**src/design/adcc_pkg.sv**
```systemverilog
// adcc_pkg: register map, field positions, reset values and timing counts
// assumes: 8-bit registers on a 32-bit APB word map, pclk at 250 MHz
package adcc_pkg;

    // ------------------------------------------------------------
    // register byte addresses
    // ------------------------------------------------------------
    localparam logic [7:0] ADDR_CTRL_STATUS = 8'h00;
    localparam logic [7:0] ADDR_INPUT_CLOCK = 8'h04;
    localparam logic [7:0] ADDR_REF_AMP = 8'h08;
    localparam logic [7:0] ADDR_RESULT_HIGH = 8'h0c;
    localparam logic [7:0] ADDR_RESULT_LOW = 8'h10;
    localparam logic [7:0] ADDR_BANDGAP_CTRL = 8'h14;

    // ------------------------------------------------------------
    // field positions
    // ------------------------------------------------------------
    localparam int CS_START_BIT = 7;
    localparam int CS_BUSY_BIT = 6;
    localparam int CS_ENABLE_BIT = 5;
    localparam int CS_JUSTIFY_BIT = 4;
    localparam int IC_SOURCE_LSB = 4;
    localparam int RA_ENABLE_BIT = 7;
    localparam int RA_INPUT_BIT = 4;
    localparam int RA_VREF_LSB = 2;
    localparam int BG_ENABLE_BIT = 0;

    // ------------------------------------------------------------
    // reset values
    // ------------------------------------------------------------
    localparam logic [7:0] RST_CTRL_STATUS = 8'h00;
    localparam logic [7:0] RST_INPUT_CLOCK = 8'h00;
    localparam logic [7:0] RST_REF_AMP = 8'h00;
    localparam logic RST_BANDGAP = 1'b0;
    localparam logic [11:0] RST_RESULT = 12'h000;

    // ------------------------------------------------------------
    // widths and timing
    // ------------------------------------------------------------
    localparam int RES_W = 12;
    localparam int NUM_CHAN = 8;
    localparam int DIV_CNT_W = 7;
    localparam logic [4:0] CONV_TICKS = 5'h10;
    localparam logic [3:0] RESERVED_CHAN = 4'h2;

    // ------------------------------------------------------------
    // internal source codes driven to the input multiplexer
    // ------------------------------------------------------------
    localparam logic [2:0] INT_NONE = 3'h0;
    localparam logic [2:0] INT_SUPPLY = 3'h1;
    localparam logic [2:0] INT_SUPPLY_HALF = 3'h2;
    localparam logic [2:0] INT_SUPPLY_QUARTER = 3'h3;
    localparam logic [2:0] INT_AMP = 3'h4;
    localparam logic [2:0] INT_AMP_HALF = 3'h5;
    localparam logic [2:0] INT_AMP_QUARTER = 3'h6;
    localparam logic [2:0] INT_NEG_SUPPLY = 3'h7;

    typedef enum logic [0:0] {
        SEQ_IDLE,
        SEQ_CONV
    } adcc_seq_e;

endpackage : adcc_pkg

```
**src/design/adcc_conv_if.sv**
```systemverilog
// adcc_conv_if: carrier between register block and conversion sequencer
// assumes: one clock domain, all signals synchronous to pclk
`timescale 1ns/1ns
`default_nettype none
interface adcc_conv_if;
    logic go;
    logic enable;
    logic tick;
    logic [11:0] sample;
    logic busy;
    logic done;
    logic [11:0] result;

    modport ctl (output go, output enable, output tick, output sample,
                 input busy, input done, input result);
    modport seq (input go, input enable, input tick, input sample,
                 output busy, output done, output result);
endinterface : adcc_conv_if
`default_nettype wire

```
**src/design/adcc_clkdiv.sv**
```systemverilog
// adcc_clkdiv: conversion clock prescaler, one-cycle tick every 2**div cycles
// assumes: driven from pclk, div taken straight from the clock select field
`timescale 1ns/1ns
`default_nettype none
module adcc_clkdiv
    import adcc_pkg::*;
(
    input wire logic pclk,
    input wire logic presetn,
    input wire logic ce,
    input wire logic [2:0] div,
    output logic tick
);

    logic [DIV_CNT_W-1:0] cnt_q, cnt_d;
    logic tick_q, tick_d;
    logic [DIV_CNT_W-1:0] last;

    // ------------------------------------------------------------
    // prescaler
    // ------------------------------------------------------------
    always_comb begin
        last = DIV_CNT_W'((8'h01 << div) - 8'h01);
        if (cnt_q >= last) begin
            cnt_d = '0;
            tick_d = 1'b1;
        end else begin
            cnt_d = cnt_q + 7'h01;
            tick_d = 1'b0;
        end
    end

    always_ff @(posedge pclk or negedge presetn) begin
        if (!presetn) begin
            cnt_q <= '0;
            tick_q <= 1'b0;
        end else if (ce) begin
            cnt_q <= cnt_d;
            tick_q <= tick_d;
        end
    end

    assign tick = tick_q;
endmodule // adcc_clkdiv
`default_nettype wire

```
**src/design/adcc_seq.sv**
```systemverilog
// adcc_seq: conversion sequencer, busy flag and atomic result capture
// assumes: sample is already synchronised to pclk by the register block
`timescale 1ns/1ns
`default_nettype none
module adcc_seq
    import adcc_pkg::*;
(
    input wire logic pclk,
    input wire logic presetn,
    input wire logic ce,
    adcc_conv_if.seq cv
);

    adcc_seq_e state_q, state_d;
    logic [4:0] cnt_q, cnt_d;
    logic done_q, done_d;
    logic [RES_W-1:0] result_q, result_d;

    // ------------------------------------------------------------
    // sequencer
    // ------------------------------------------------------------
    always_comb begin
        state_d = state_q;
        cnt_d = cnt_q;
        done_d = 1'b0;
        result_d = result_q;
        case (state_q)
            SEQ_IDLE: begin
                if (cv.go) begin
                    state_d = SEQ_CONV;
                    cnt_d = CONV_TICKS;
                end
            end
            SEQ_CONV: begin
                if (!cv.enable) begin
                    state_d = SEQ_IDLE;
                end else if (cv.tick) begin
                    if (cnt_q == 5'h01) begin
                        state_d = SEQ_IDLE;
                        done_d = 1'b1;
                        result_d = cv.sample;
                    end else begin
                        cnt_d = cnt_q - 5'h01;
                    end
                end
            end
            default: state_d = SEQ_IDLE;
        endcase
    end

    always_ff @(posedge pclk or negedge presetn) begin
        if (!presetn) begin
            state_q <= SEQ_IDLE;
            cnt_q <= 5'h00;
            done_q <= 1'b0;
            result_q <= RST_RESULT;
        end else if (ce) begin
            state_q <= state_d;
            cnt_q <= cnt_d;
            done_q <= done_d;
            result_q <= result_d;
        end
    end

    assign cv.busy = (state_q == SEQ_CONV);
    assign cv.done = done_q;
    assign cv.result = result_q;
endmodule // adcc_seq
`default_nettype wire

```
**src/design/adcc_top.sv**
```systemverilog
// adcc_top: converter control registers, APB slave, input and amplifier steering
// assumes: APB master on pclk; analog core result arrives asynchronously on core_data
//
// Functional notes
// - writing start high then low begins one conversion
// - busy flag reads 1 from start until conversion ends
// - converter enable powers the converter; starts ignored while off
// - results keep their contents while the converter is disabled
// - justify bit chooses left or right alignment across the byte pair
// - result bits not holding data read zero
// - input source field picks external channel or one internal signal
// - channels 0,1,3..7 map by code; code 2 and 8..15 connect nothing
// - internal source selection disconnects every external channel
// - conversion clock is system clock divided by two to the field
// - unimplemented register bits read zero
// - amplifier enable bit switches the reference amplifier
// - bandgap input select disconnects the reference input pin
// - each finished conversion raises the done event
`timescale 1ns/1ns
`default_nettype none
module adcc_top
    import adcc_pkg::*;
(
    input wire logic pclk,
    input wire logic presetn,
    input wire logic ce,
    input wire logic psel,
    input wire logic penable,
    input wire logic pwrite,
    input wire logic [7:0] paddr,
    input wire logic [31:0] pwdata,
    output logic [31:0] prdata,
    output logic pready,
    output logic pslverr,
    input wire logic [11:0] core_data,
    output logic converter_enable,
    output logic conv_clk_tick,
    output logic conv_busy_flag,
    output logic conv_done,
    output logic [NUM_CHAN-1:0] external_channel_n,
    output logic [2:0] internal_source,
    output logic ref_amp_enable,
    output logic ref_amp_input_select,
    output logic ref_amp_input_pin,
    output logic [1:0] ref_voltage_select,
    output logic [1:0] amp_gain_select,
    output logic bandgap_enable
);

    adcc_conv_if cv ();

    // ------------------------------------------------------------
    // register state
    // ------------------------------------------------------------
    logic start_q, start_d;
    logic enable_q, enable_d;
    logic justify_q, justify_d;
    logic [3:0] chan_q, chan_d;
    logic [3:0] source_q, source_d;
    logic [2:0] div_q, div_d;
    logic amp_en_q, amp_en_d;
    logic amp_in_q, amp_in_d;
    logic [1:0] vref_q, vref_d;
    logic [1:0] gain_q, gain_d;
    logic bg_q, bg_d;
    logic go;
    logic start_fall;

    // ------------------------------------------------------------
    // apb slave
    // ------------------------------------------------------------
    logic pready_q, pready_d;
    logic pslverr_q, pslverr_d;
    logic [31:0] prdata_q, prdata_d;
    logic [7:0] rd_byte;
    logic mapped;
    logic wr_xfer;
    logic [7:0] wb;
    logic [RES_W-1:0] res;

    assign res = cv.result;
    assign wb = pwdata[7:0];
    assign wr_xfer = psel && penable && pready_q && pwrite;

    always_comb begin
        mapped = 1'b1;
        case (paddr)
            ADDR_CTRL_STATUS: rd_byte = {start_q, cv.busy, enable_q, justify_q, chan_q};
            ADDR_INPUT_CLOCK: rd_byte = {source_q, 1'b0, div_q};
            ADDR_REF_AMP: rd_byte = {amp_en_q, 2'b00, amp_in_q, vref_q, gain_q};
            ADDR_RESULT_HIGH: rd_byte = justify_q ? {4'h0, res[11:8]} : res[11:4];
            ADDR_RESULT_LOW: rd_byte = justify_q ? res[7:0] : {res[3:0], 4'h0};
            ADDR_BANDGAP_CTRL: rd_byte = {7'h00, bg_q};
            default: begin
                rd_byte = 8'h00;
                mapped = 1'b0;
            end
        endcase
    end

    always_comb begin
        pready_d = psel && penable && !pready_q;
        pslverr_d = psel && penable && !pready_q && !mapped;
        prdata_d = prdata_q;
        if (psel && penable && !pready_q && !pwrite) begin
            prdata_d = {24'h000000, rd_byte};
        end
    end

    always_ff @(posedge pclk or negedge presetn) begin
        if (!presetn) begin
            pready_q <= 1'b0;
            pslverr_q <= 1'b0;
            prdata_q <= 32'h00000000;
        end else if (ce) begin
            pready_q <= pready_d;
            pslverr_q <= pslverr_d;
            prdata_q <= prdata_d;
        end
    end

    // ------------------------------------------------------------
    // control registers
    // ------------------------------------------------------------
    always_comb begin
        start_d = start_q;
        enable_d = enable_q;
        justify_d = justify_q;
        chan_d = chan_q;
        source_d = source_q;
        div_d = div_q;
        amp_en_d = amp_en_q;
        amp_in_d = amp_in_q;
        vref_d = vref_q;
        gain_d = gain_q;
        bg_d = bg_q;
        if (wr_xfer) begin
            case (paddr)
                ADDR_CTRL_STATUS: begin
                    start_d = wb[CS_START_BIT];
                    enable_d = wb[CS_ENABLE_BIT];
                    justify_d = wb[CS_JUSTIFY_BIT];
                    chan_d = wb[3:0];
                end
                ADDR_INPUT_CLOCK: begin
                    source_d = wb[IC_SOURCE_LSB +: 4];
                    div_d = wb[2:0];
                end
                ADDR_REF_AMP: begin
                    amp_en_d = wb[RA_ENABLE_BIT];
                    amp_in_d = wb[RA_INPUT_BIT];
                    vref_d = wb[RA_VREF_LSB +: 2];
                    gain_d = wb[1:0];
                end
                ADDR_BANDGAP_CTRL: bg_d = wb[BG_ENABLE_BIT];
                default: bg_d = bg_q;
            endcase
        end
    end

    // high-then-low on start, converter on, not already running
    assign start_fall = start_q && !start_d;
    assign go = start_fall && enable_q && !cv.busy;

    always_ff @(posedge pclk or negedge presetn) begin
        if (!presetn) begin
            start_q <= RST_CTRL_STATUS[CS_START_BIT];
            enable_q <= RST_CTRL_STATUS[CS_ENABLE_BIT];
            justify_q <= RST_CTRL_STATUS[CS_JUSTIFY_BIT];
            chan_q <= RST_CTRL_STATUS[3:0];
            source_q <= RST_INPUT_CLOCK[IC_SOURCE_LSB +: 4];
            div_q <= RST_INPUT_CLOCK[2:0];
            amp_en_q <= RST_REF_AMP[RA_ENABLE_BIT];
            amp_in_q <= RST_REF_AMP[RA_INPUT_BIT];
            vref_q <= RST_REF_AMP[RA_VREF_LSB +: 2];
            gain_q <= RST_REF_AMP[1:0];
            bg_q <= RST_BANDGAP;
        end else if (ce) begin
            start_q <= start_d;
            enable_q <= enable_d;
            justify_q <= justify_d;
            chan_q <= chan_d;
            source_q <= source_d;
            div_q <= div_d;
            amp_en_q <= amp_en_d;
            amp_in_q <= amp_in_d;
            vref_q <= vref_d;
            gain_q <= gain_d;
            bg_q <= bg_d;
        end
    end

    // ------------------------------------------------------------
    // core data synchroniser
    // ------------------------------------------------------------
    logic [RES_W-1:0] data_s1_q, data_s2_q;

    always_ff @(posedge pclk or negedge presetn) begin
        if (!presetn) begin
            data_s1_q <= RST_RESULT;
            data_s2_q <= RST_RESULT;
        end else if (ce) begin
            data_s1_q <= core_data;
            data_s2_q <= data_s1_q;
        end
    end

    // ------------------------------------------------------------
    // sequencer and prescaler
    // ------------------------------------------------------------
    logic tick;

    assign cv.go = go && ce;
    assign cv.enable = enable_q;
    assign cv.tick = tick;
    assign cv.sample = data_s2_q;

    adcc_clkdiv u_clkdiv (
        .pclk(pclk),
        .presetn(presetn),
        .ce(ce),
        .div(div_q),
        .tick(tick)
    );

    adcc_seq u_seq (
        .pclk(pclk),
        .presetn(presetn),
        .ce(ce),
        .cv(cv)
    );

    // ------------------------------------------------------------
    // analog steering
    // ------------------------------------------------------------
    logic ext_sel;
    logic [2:0] int_d;
    logic [NUM_CHAN-1:0] chan_d_vec;
    logic [NUM_CHAN-1:0] chan_out_q;
    logic [2:0] int_q;
    logic en_out_q, busy_out_q, done_out_q, tick_out_q;
    logic amp_en_out_q, amp_in_out_q, pin_out_q, bg_out_q;
    logic [1:0] vref_out_q, gain_out_q;

    always_comb begin
        ext_sel = 1'b0;
        int_d = INT_NONE;
        case (source_q)
            4'h0, 4'h4, 4'hc, 4'hd, 4'he, 4'hf: ext_sel = 1'b1;
            4'h1: int_d = INT_SUPPLY;
            4'h2: int_d = INT_SUPPLY_HALF;
            4'h3: int_d = INT_SUPPLY_QUARTER;
            4'h5: int_d = INT_AMP;
            4'h6: int_d = INT_AMP_HALF;
            4'h7: int_d = INT_AMP_QUARTER;
            default: int_d = INT_NEG_SUPPLY;
        endcase
    end

    genvar gi;
    generate
        for (gi = 0; gi < NUM_CHAN; gi++) begin : g_chan
            // codes 8..15 and the reserved code reach no channel
            assign chan_d_vec[gi] = ext_sel && enable_q && (chan_q == 4'(gi))
                                    && (4'(gi) != RESERVED_CHAN);
        end
    endgenerate

    always_ff @(posedge pclk or negedge presetn) begin
        if (!presetn) begin
            chan_out_q <= '0;
            int_q <= INT_NONE;
            en_out_q <= 1'b0;
            busy_out_q <= 1'b0;
            done_out_q <= 1'b0;
            tick_out_q <= 1'b0;
            amp_en_out_q <= 1'b0;
            amp_in_out_q <= 1'b0;
            pin_out_q <= 1'b0;
            vref_out_q <= 2'b00;
            gain_out_q <= 2'b00;
            bg_out_q <= 1'b0;
        end else if (ce) begin
            chan_out_q <= chan_d_vec;
            int_q <= int_d;
            en_out_q <= enable_q;
            busy_out_q <= cv.busy;
            done_out_q <= cv.done;
            tick_out_q <= tick && enable_q;
            amp_en_out_q <= amp_en_q;
            amp_in_out_q <= amp_in_q;
            pin_out_q <= amp_en_q && !amp_in_q;
            vref_out_q <= vref_q;
            gain_out_q <= gain_q;
            bg_out_q <= bg_q;
        end
    end

    assign prdata = prdata_q;
    assign pready = pready_q;
    assign pslverr = pslverr_q;
    assign converter_enable = en_out_q;
    assign conv_clk_tick = tick_out_q;
    assign conv_busy_flag = busy_out_q;
    assign conv_done = done_out_q;
    assign external_channel_n = chan_out_q;
    assign internal_source = int_q;
    assign ref_amp_enable = amp_en_out_q;
    assign ref_amp_input_select = amp_in_out_q;
    assign ref_amp_input_pin = pin_out_q;
    assign ref_voltage_select = vref_out_q;
    assign amp_gain_select = gain_out_q;
    assign bandgap_enable = bg_out_q;
endmodule // adcc_top
`default_nettype wire

```
**config.mk**
```make
export PLATFORM = sky130hd
export DESIGN_NAME = adcc_top
export DESIGN_NICKNAME = d
export VERILOG_FILES = /design/src/design/adcc_pkg.sv /design/src/design/adcc_conv_if.sv /design/src/design/adcc_clkdiv.sv /design/src/design/adcc_seq.sv /design/src/design/adcc_top.sv
export SDC_FILE = /design/constraint.sdc
export NUM_CORES = 1
export LEC_CHECK = 0
export BUFFER_PORTS_ARGS = -buffer_cell sky130_fd_sc_hd__buf_2
export CAP_MARGIN = 30
export CORE_MARGIN = 4
export CORE_UTILIZATION = 40
export CTS_BUF_LIST = sky130_fd_sc_hd__clkbuf_4 sky130_fd_sc_hd__clkbuf_8
export CTS_CLUSTER_SIZE = 20
export DETAILED_ROUTE_END_ITERATION = 8
export GPL_TIMING_DRIVEN = 0
export PLACE_DENSITY_LB_ADDON = 0.1
export SLEW_MARGIN = 15
export SYNTH_ARGS = -nofsm -noshare
export SYNTH_HDL_FRONTEND = slang
export SYNTH_HIERARCHICAL = 1
export SYNTH_SLANG_ARGS = --single-unit
```
**constraint.sdc**
```tcl
create_clock -name pclk -period 2.3 [get_ports pclk]
set_input_delay 0.115 -clock pclk [delete_from_list [all_inputs] [get_ports pclk]]
set_output_delay 0.115 -clock pclk [all_outputs]
set_load 0.005 [all_outputs]
```
==> results.tsv <==
metric	value	unit
core	12600	sq um
startpoint_type	register	
relSlewSlack	50.9	%
fp.dieW	122	um
avgSynthCellArea	11.9	sq um
path_cells	or3_1, ha_1, nand2b_4, a2111oi_4, o32ai_2, a21o_1	
dp_cells	697	
viasPerCell	4.95	
total_power	3.32	mW
timing.fmax	0.463	GHz
synthArstFlopShare	100	%
ant_nets	0	
cp.required	2.57	ns
io_buffers	65	
rsz0062_at_grt	false	
wl_per_cell	16.1	um
p_leak	2.97	nW
yosys.cell_types.count	59	
clockBufferDepth	2	
antenna_found_initial	0	
cts-root-buf	clkbuf_8	
slowest_delay	0.45	ns
end_kind	register	
fin_crit	2.16	ns
critPathTopFamily	compound AO/OA/AOI/OAI gates	
drv_slew	0	
post_cts_buffers	0	
finClkSkew	0.00858	ns
finalSetupViolCount	0	
area.growth.synth_to_final	19.9	%
fin_nets	621	
post-route-drc-count	0	
synth_edf_count	0	
hpwl	8740	um
tritoncts	done	
drv_cap	0	
ios	115	
cts_sinks	104	
area.sequential	2600	sq um
ys_warn_count	6	
worst_path_max_delay_cell	dfrtp_1	
fp.dieH	122	um
worst_ir_drop_vdd	0.415	mV
grt_pass1_vias	3666	
path_class	reg2reg	
grt_pass1_wl	19100	um
place.gp.congestion	0.867	
hold_violations	0	
initial_core_util	41.0	%
outcome	finished clean	
cts_made_buffers	9	
syn-cell-area	5170	sq um
grt_max_degree	62	
path_max_fanout	6	
grt_use_total	16.7	%
netlist_instances	435	
synth-main-ff-cell	dfrtp_1	
grt.overflow.total	0	
n_antenna_cell	0	
tightest_slew	0.737	ns
wl	11700	um
rows	41	
nFillCells	1195	
dieArea	14800	sq um
drive_above_1_share	34.9	%
cp_data_arrival_time	2.43	ns
power_density	536	nW/um^2
num_vias	3616	
hold_ws	0.0283	ns
h-tree-depth	3	
finalNonFillerCells	730	
worst-path-buf-inv	0	
synth-seq-cells	104	
finalCritPeriodShare	93.9	%
holdCritPathClass	in2reg	
multi_input_area	2300	sq um
clk-insertion-delay-late	0.37	ns
drtPass1Iterations	4	
tns	0	ns
drt_iter0_drc	226	
ys_seq_area_share	50.4	%
clk_pin_slew	0.10	ns
==> area by class of cell <==
cell class	count	area share [%]
multi-input combinational	291	37.2
inverter	22	1.33
sequential	104	42.0
timing repair buffer	83	8.54
tap	172	3.47
buffer	42	4.50
clock inverter	5	0.626
clock buffer	11	2.34
==> stage by stage <==
step,setup WS (ns),cell area (sq um),utilization [%]
2_1_floorplan,0.308,5260,-
3_3_place_gp,-0.0319,5800,46.0
3_5_place_dp,-0.0723,5830,46.2
4_1_cts,0.124,6180,48.9
5_1_grt,0.00257,6200,49.1
6_report,0.139,6200,49.1
==> final timing paths <==
check                           slack (ns)           endpoint  depth (start not counted)     startpoint
worst max-delay path                  0.14      u_clkdiv/tick                          6       div_q[0]
worst min-delay path                  0.03           div_q[1]                          2      pwdata[1]
worst max register to register        0.14      u_clkdiv/tick                          6       div_q[0]
worst min register to register        0.51      data_s1_q[11]                          1  data_s1_q[11]
max in group asynchronous             1.42          prdata[3]                          3        presetn
min in group asynchronous             0.23  u_clkdiv/cnt_q[1]                          2        presetn
==> kinds of logic (layout without fill, tap and decap cells) <==
| group | count (synthesis) | in the layout | synth area share [%] |
|---|---|---|---|
| other | 1 | 25 | 0.0726 |
| AOI/OAI and AO/OA | 62 | 62 | 9.08 |
| muxes | 85 | 85 | 18.9 |
| DFF | 104 | 104 | 50.4 |
| xor gates and xnor gates | 5 | 5 | 0.847 |
| adders and majority gates | 10 | 10 | 2.42 |
| buffers and inverters | 64 | 163 | 7.00 |
| and+or+nand+nor | 104 | 104 | 11.3 |
==> registers in the layout, summed over array words and instances (netlist names), 4 cells and up <==
name	count
data_s1_q	12
u_seq/cv.result	12
prdata	8
u_clkdiv/cnt_q	7
chan_q	4
external_channel_n	7
u_seq/cnt_q	5
cv.sample	12
source_q	4
==> synthesized netlist by cell type (8+ instances only) <==
cell / count / area [sq um]
buf_4: 25 / 188
mux2i_1: 14 / 140
clkbuf_1: 11 / 41.3
o21ai_0: 9 / 45.0
a21oi_1: 9 / 45.0
dfrtp_1: 104 / 2600
ha_1: 10 / 125
nand2_1: 23 / 86.3
o22ai_1: 8 / 50.1
mux2_2: 61 / 687
nor2_1: 25 / 93.8
nand3b_1: 8 / 60.1
inv_1: 22 / 82.6
nand3_1: 9 / 45.0
mux2_4: 10 / 150
==> placed cells by master (no fill, tap or decap), types with 9 or more instances in the layout <==
master         netlist  layout
dfrtp_1            104     103
buf_2                3      67
mux2_2              61      61
nor2_1              25      25
buf_4               25      25
conb_1               1      25
nand2_1             23      23
inv_1               22      22
dlygate4sd3_1        0      17
mux2i_1             14      14
clkbuf_1            11      11
clkbuf_8             0      10
ha_1                10      10
mux2_4              10      10
nand3_1              9       9
a21oi_1              9       9
o21ai_0              9       9
==> report_power, final <==
part	switching [mW]	internal [mW]	leakage (nW)	total, mW
combinational	0.152	0.151	1.49	0.303
sequential	0.0330	1.89	1.38	1.92
clock	0.654	0.444	0.0937	1.10
==> layer usage <==
metal  part of all wire [%]  up-vias  wire length (um)  track usage [%]
met5                      0        -                 0                0
met4                    1.3        0               157             4.06
met3                    5.2       15               605             4.50
met2                     49       82              5740             27.6
met1                     45     1771              5220             21.9
li1                       -     1748                 -                -
==> repair_timing <==
action	4_1_cts	5_1_grt
gates resized for setup	0	2
hold endpoints to repair	59	1
setup endpoints to repair	0	2
hold buffers	16	1
(Power assumes the default switching activity.)
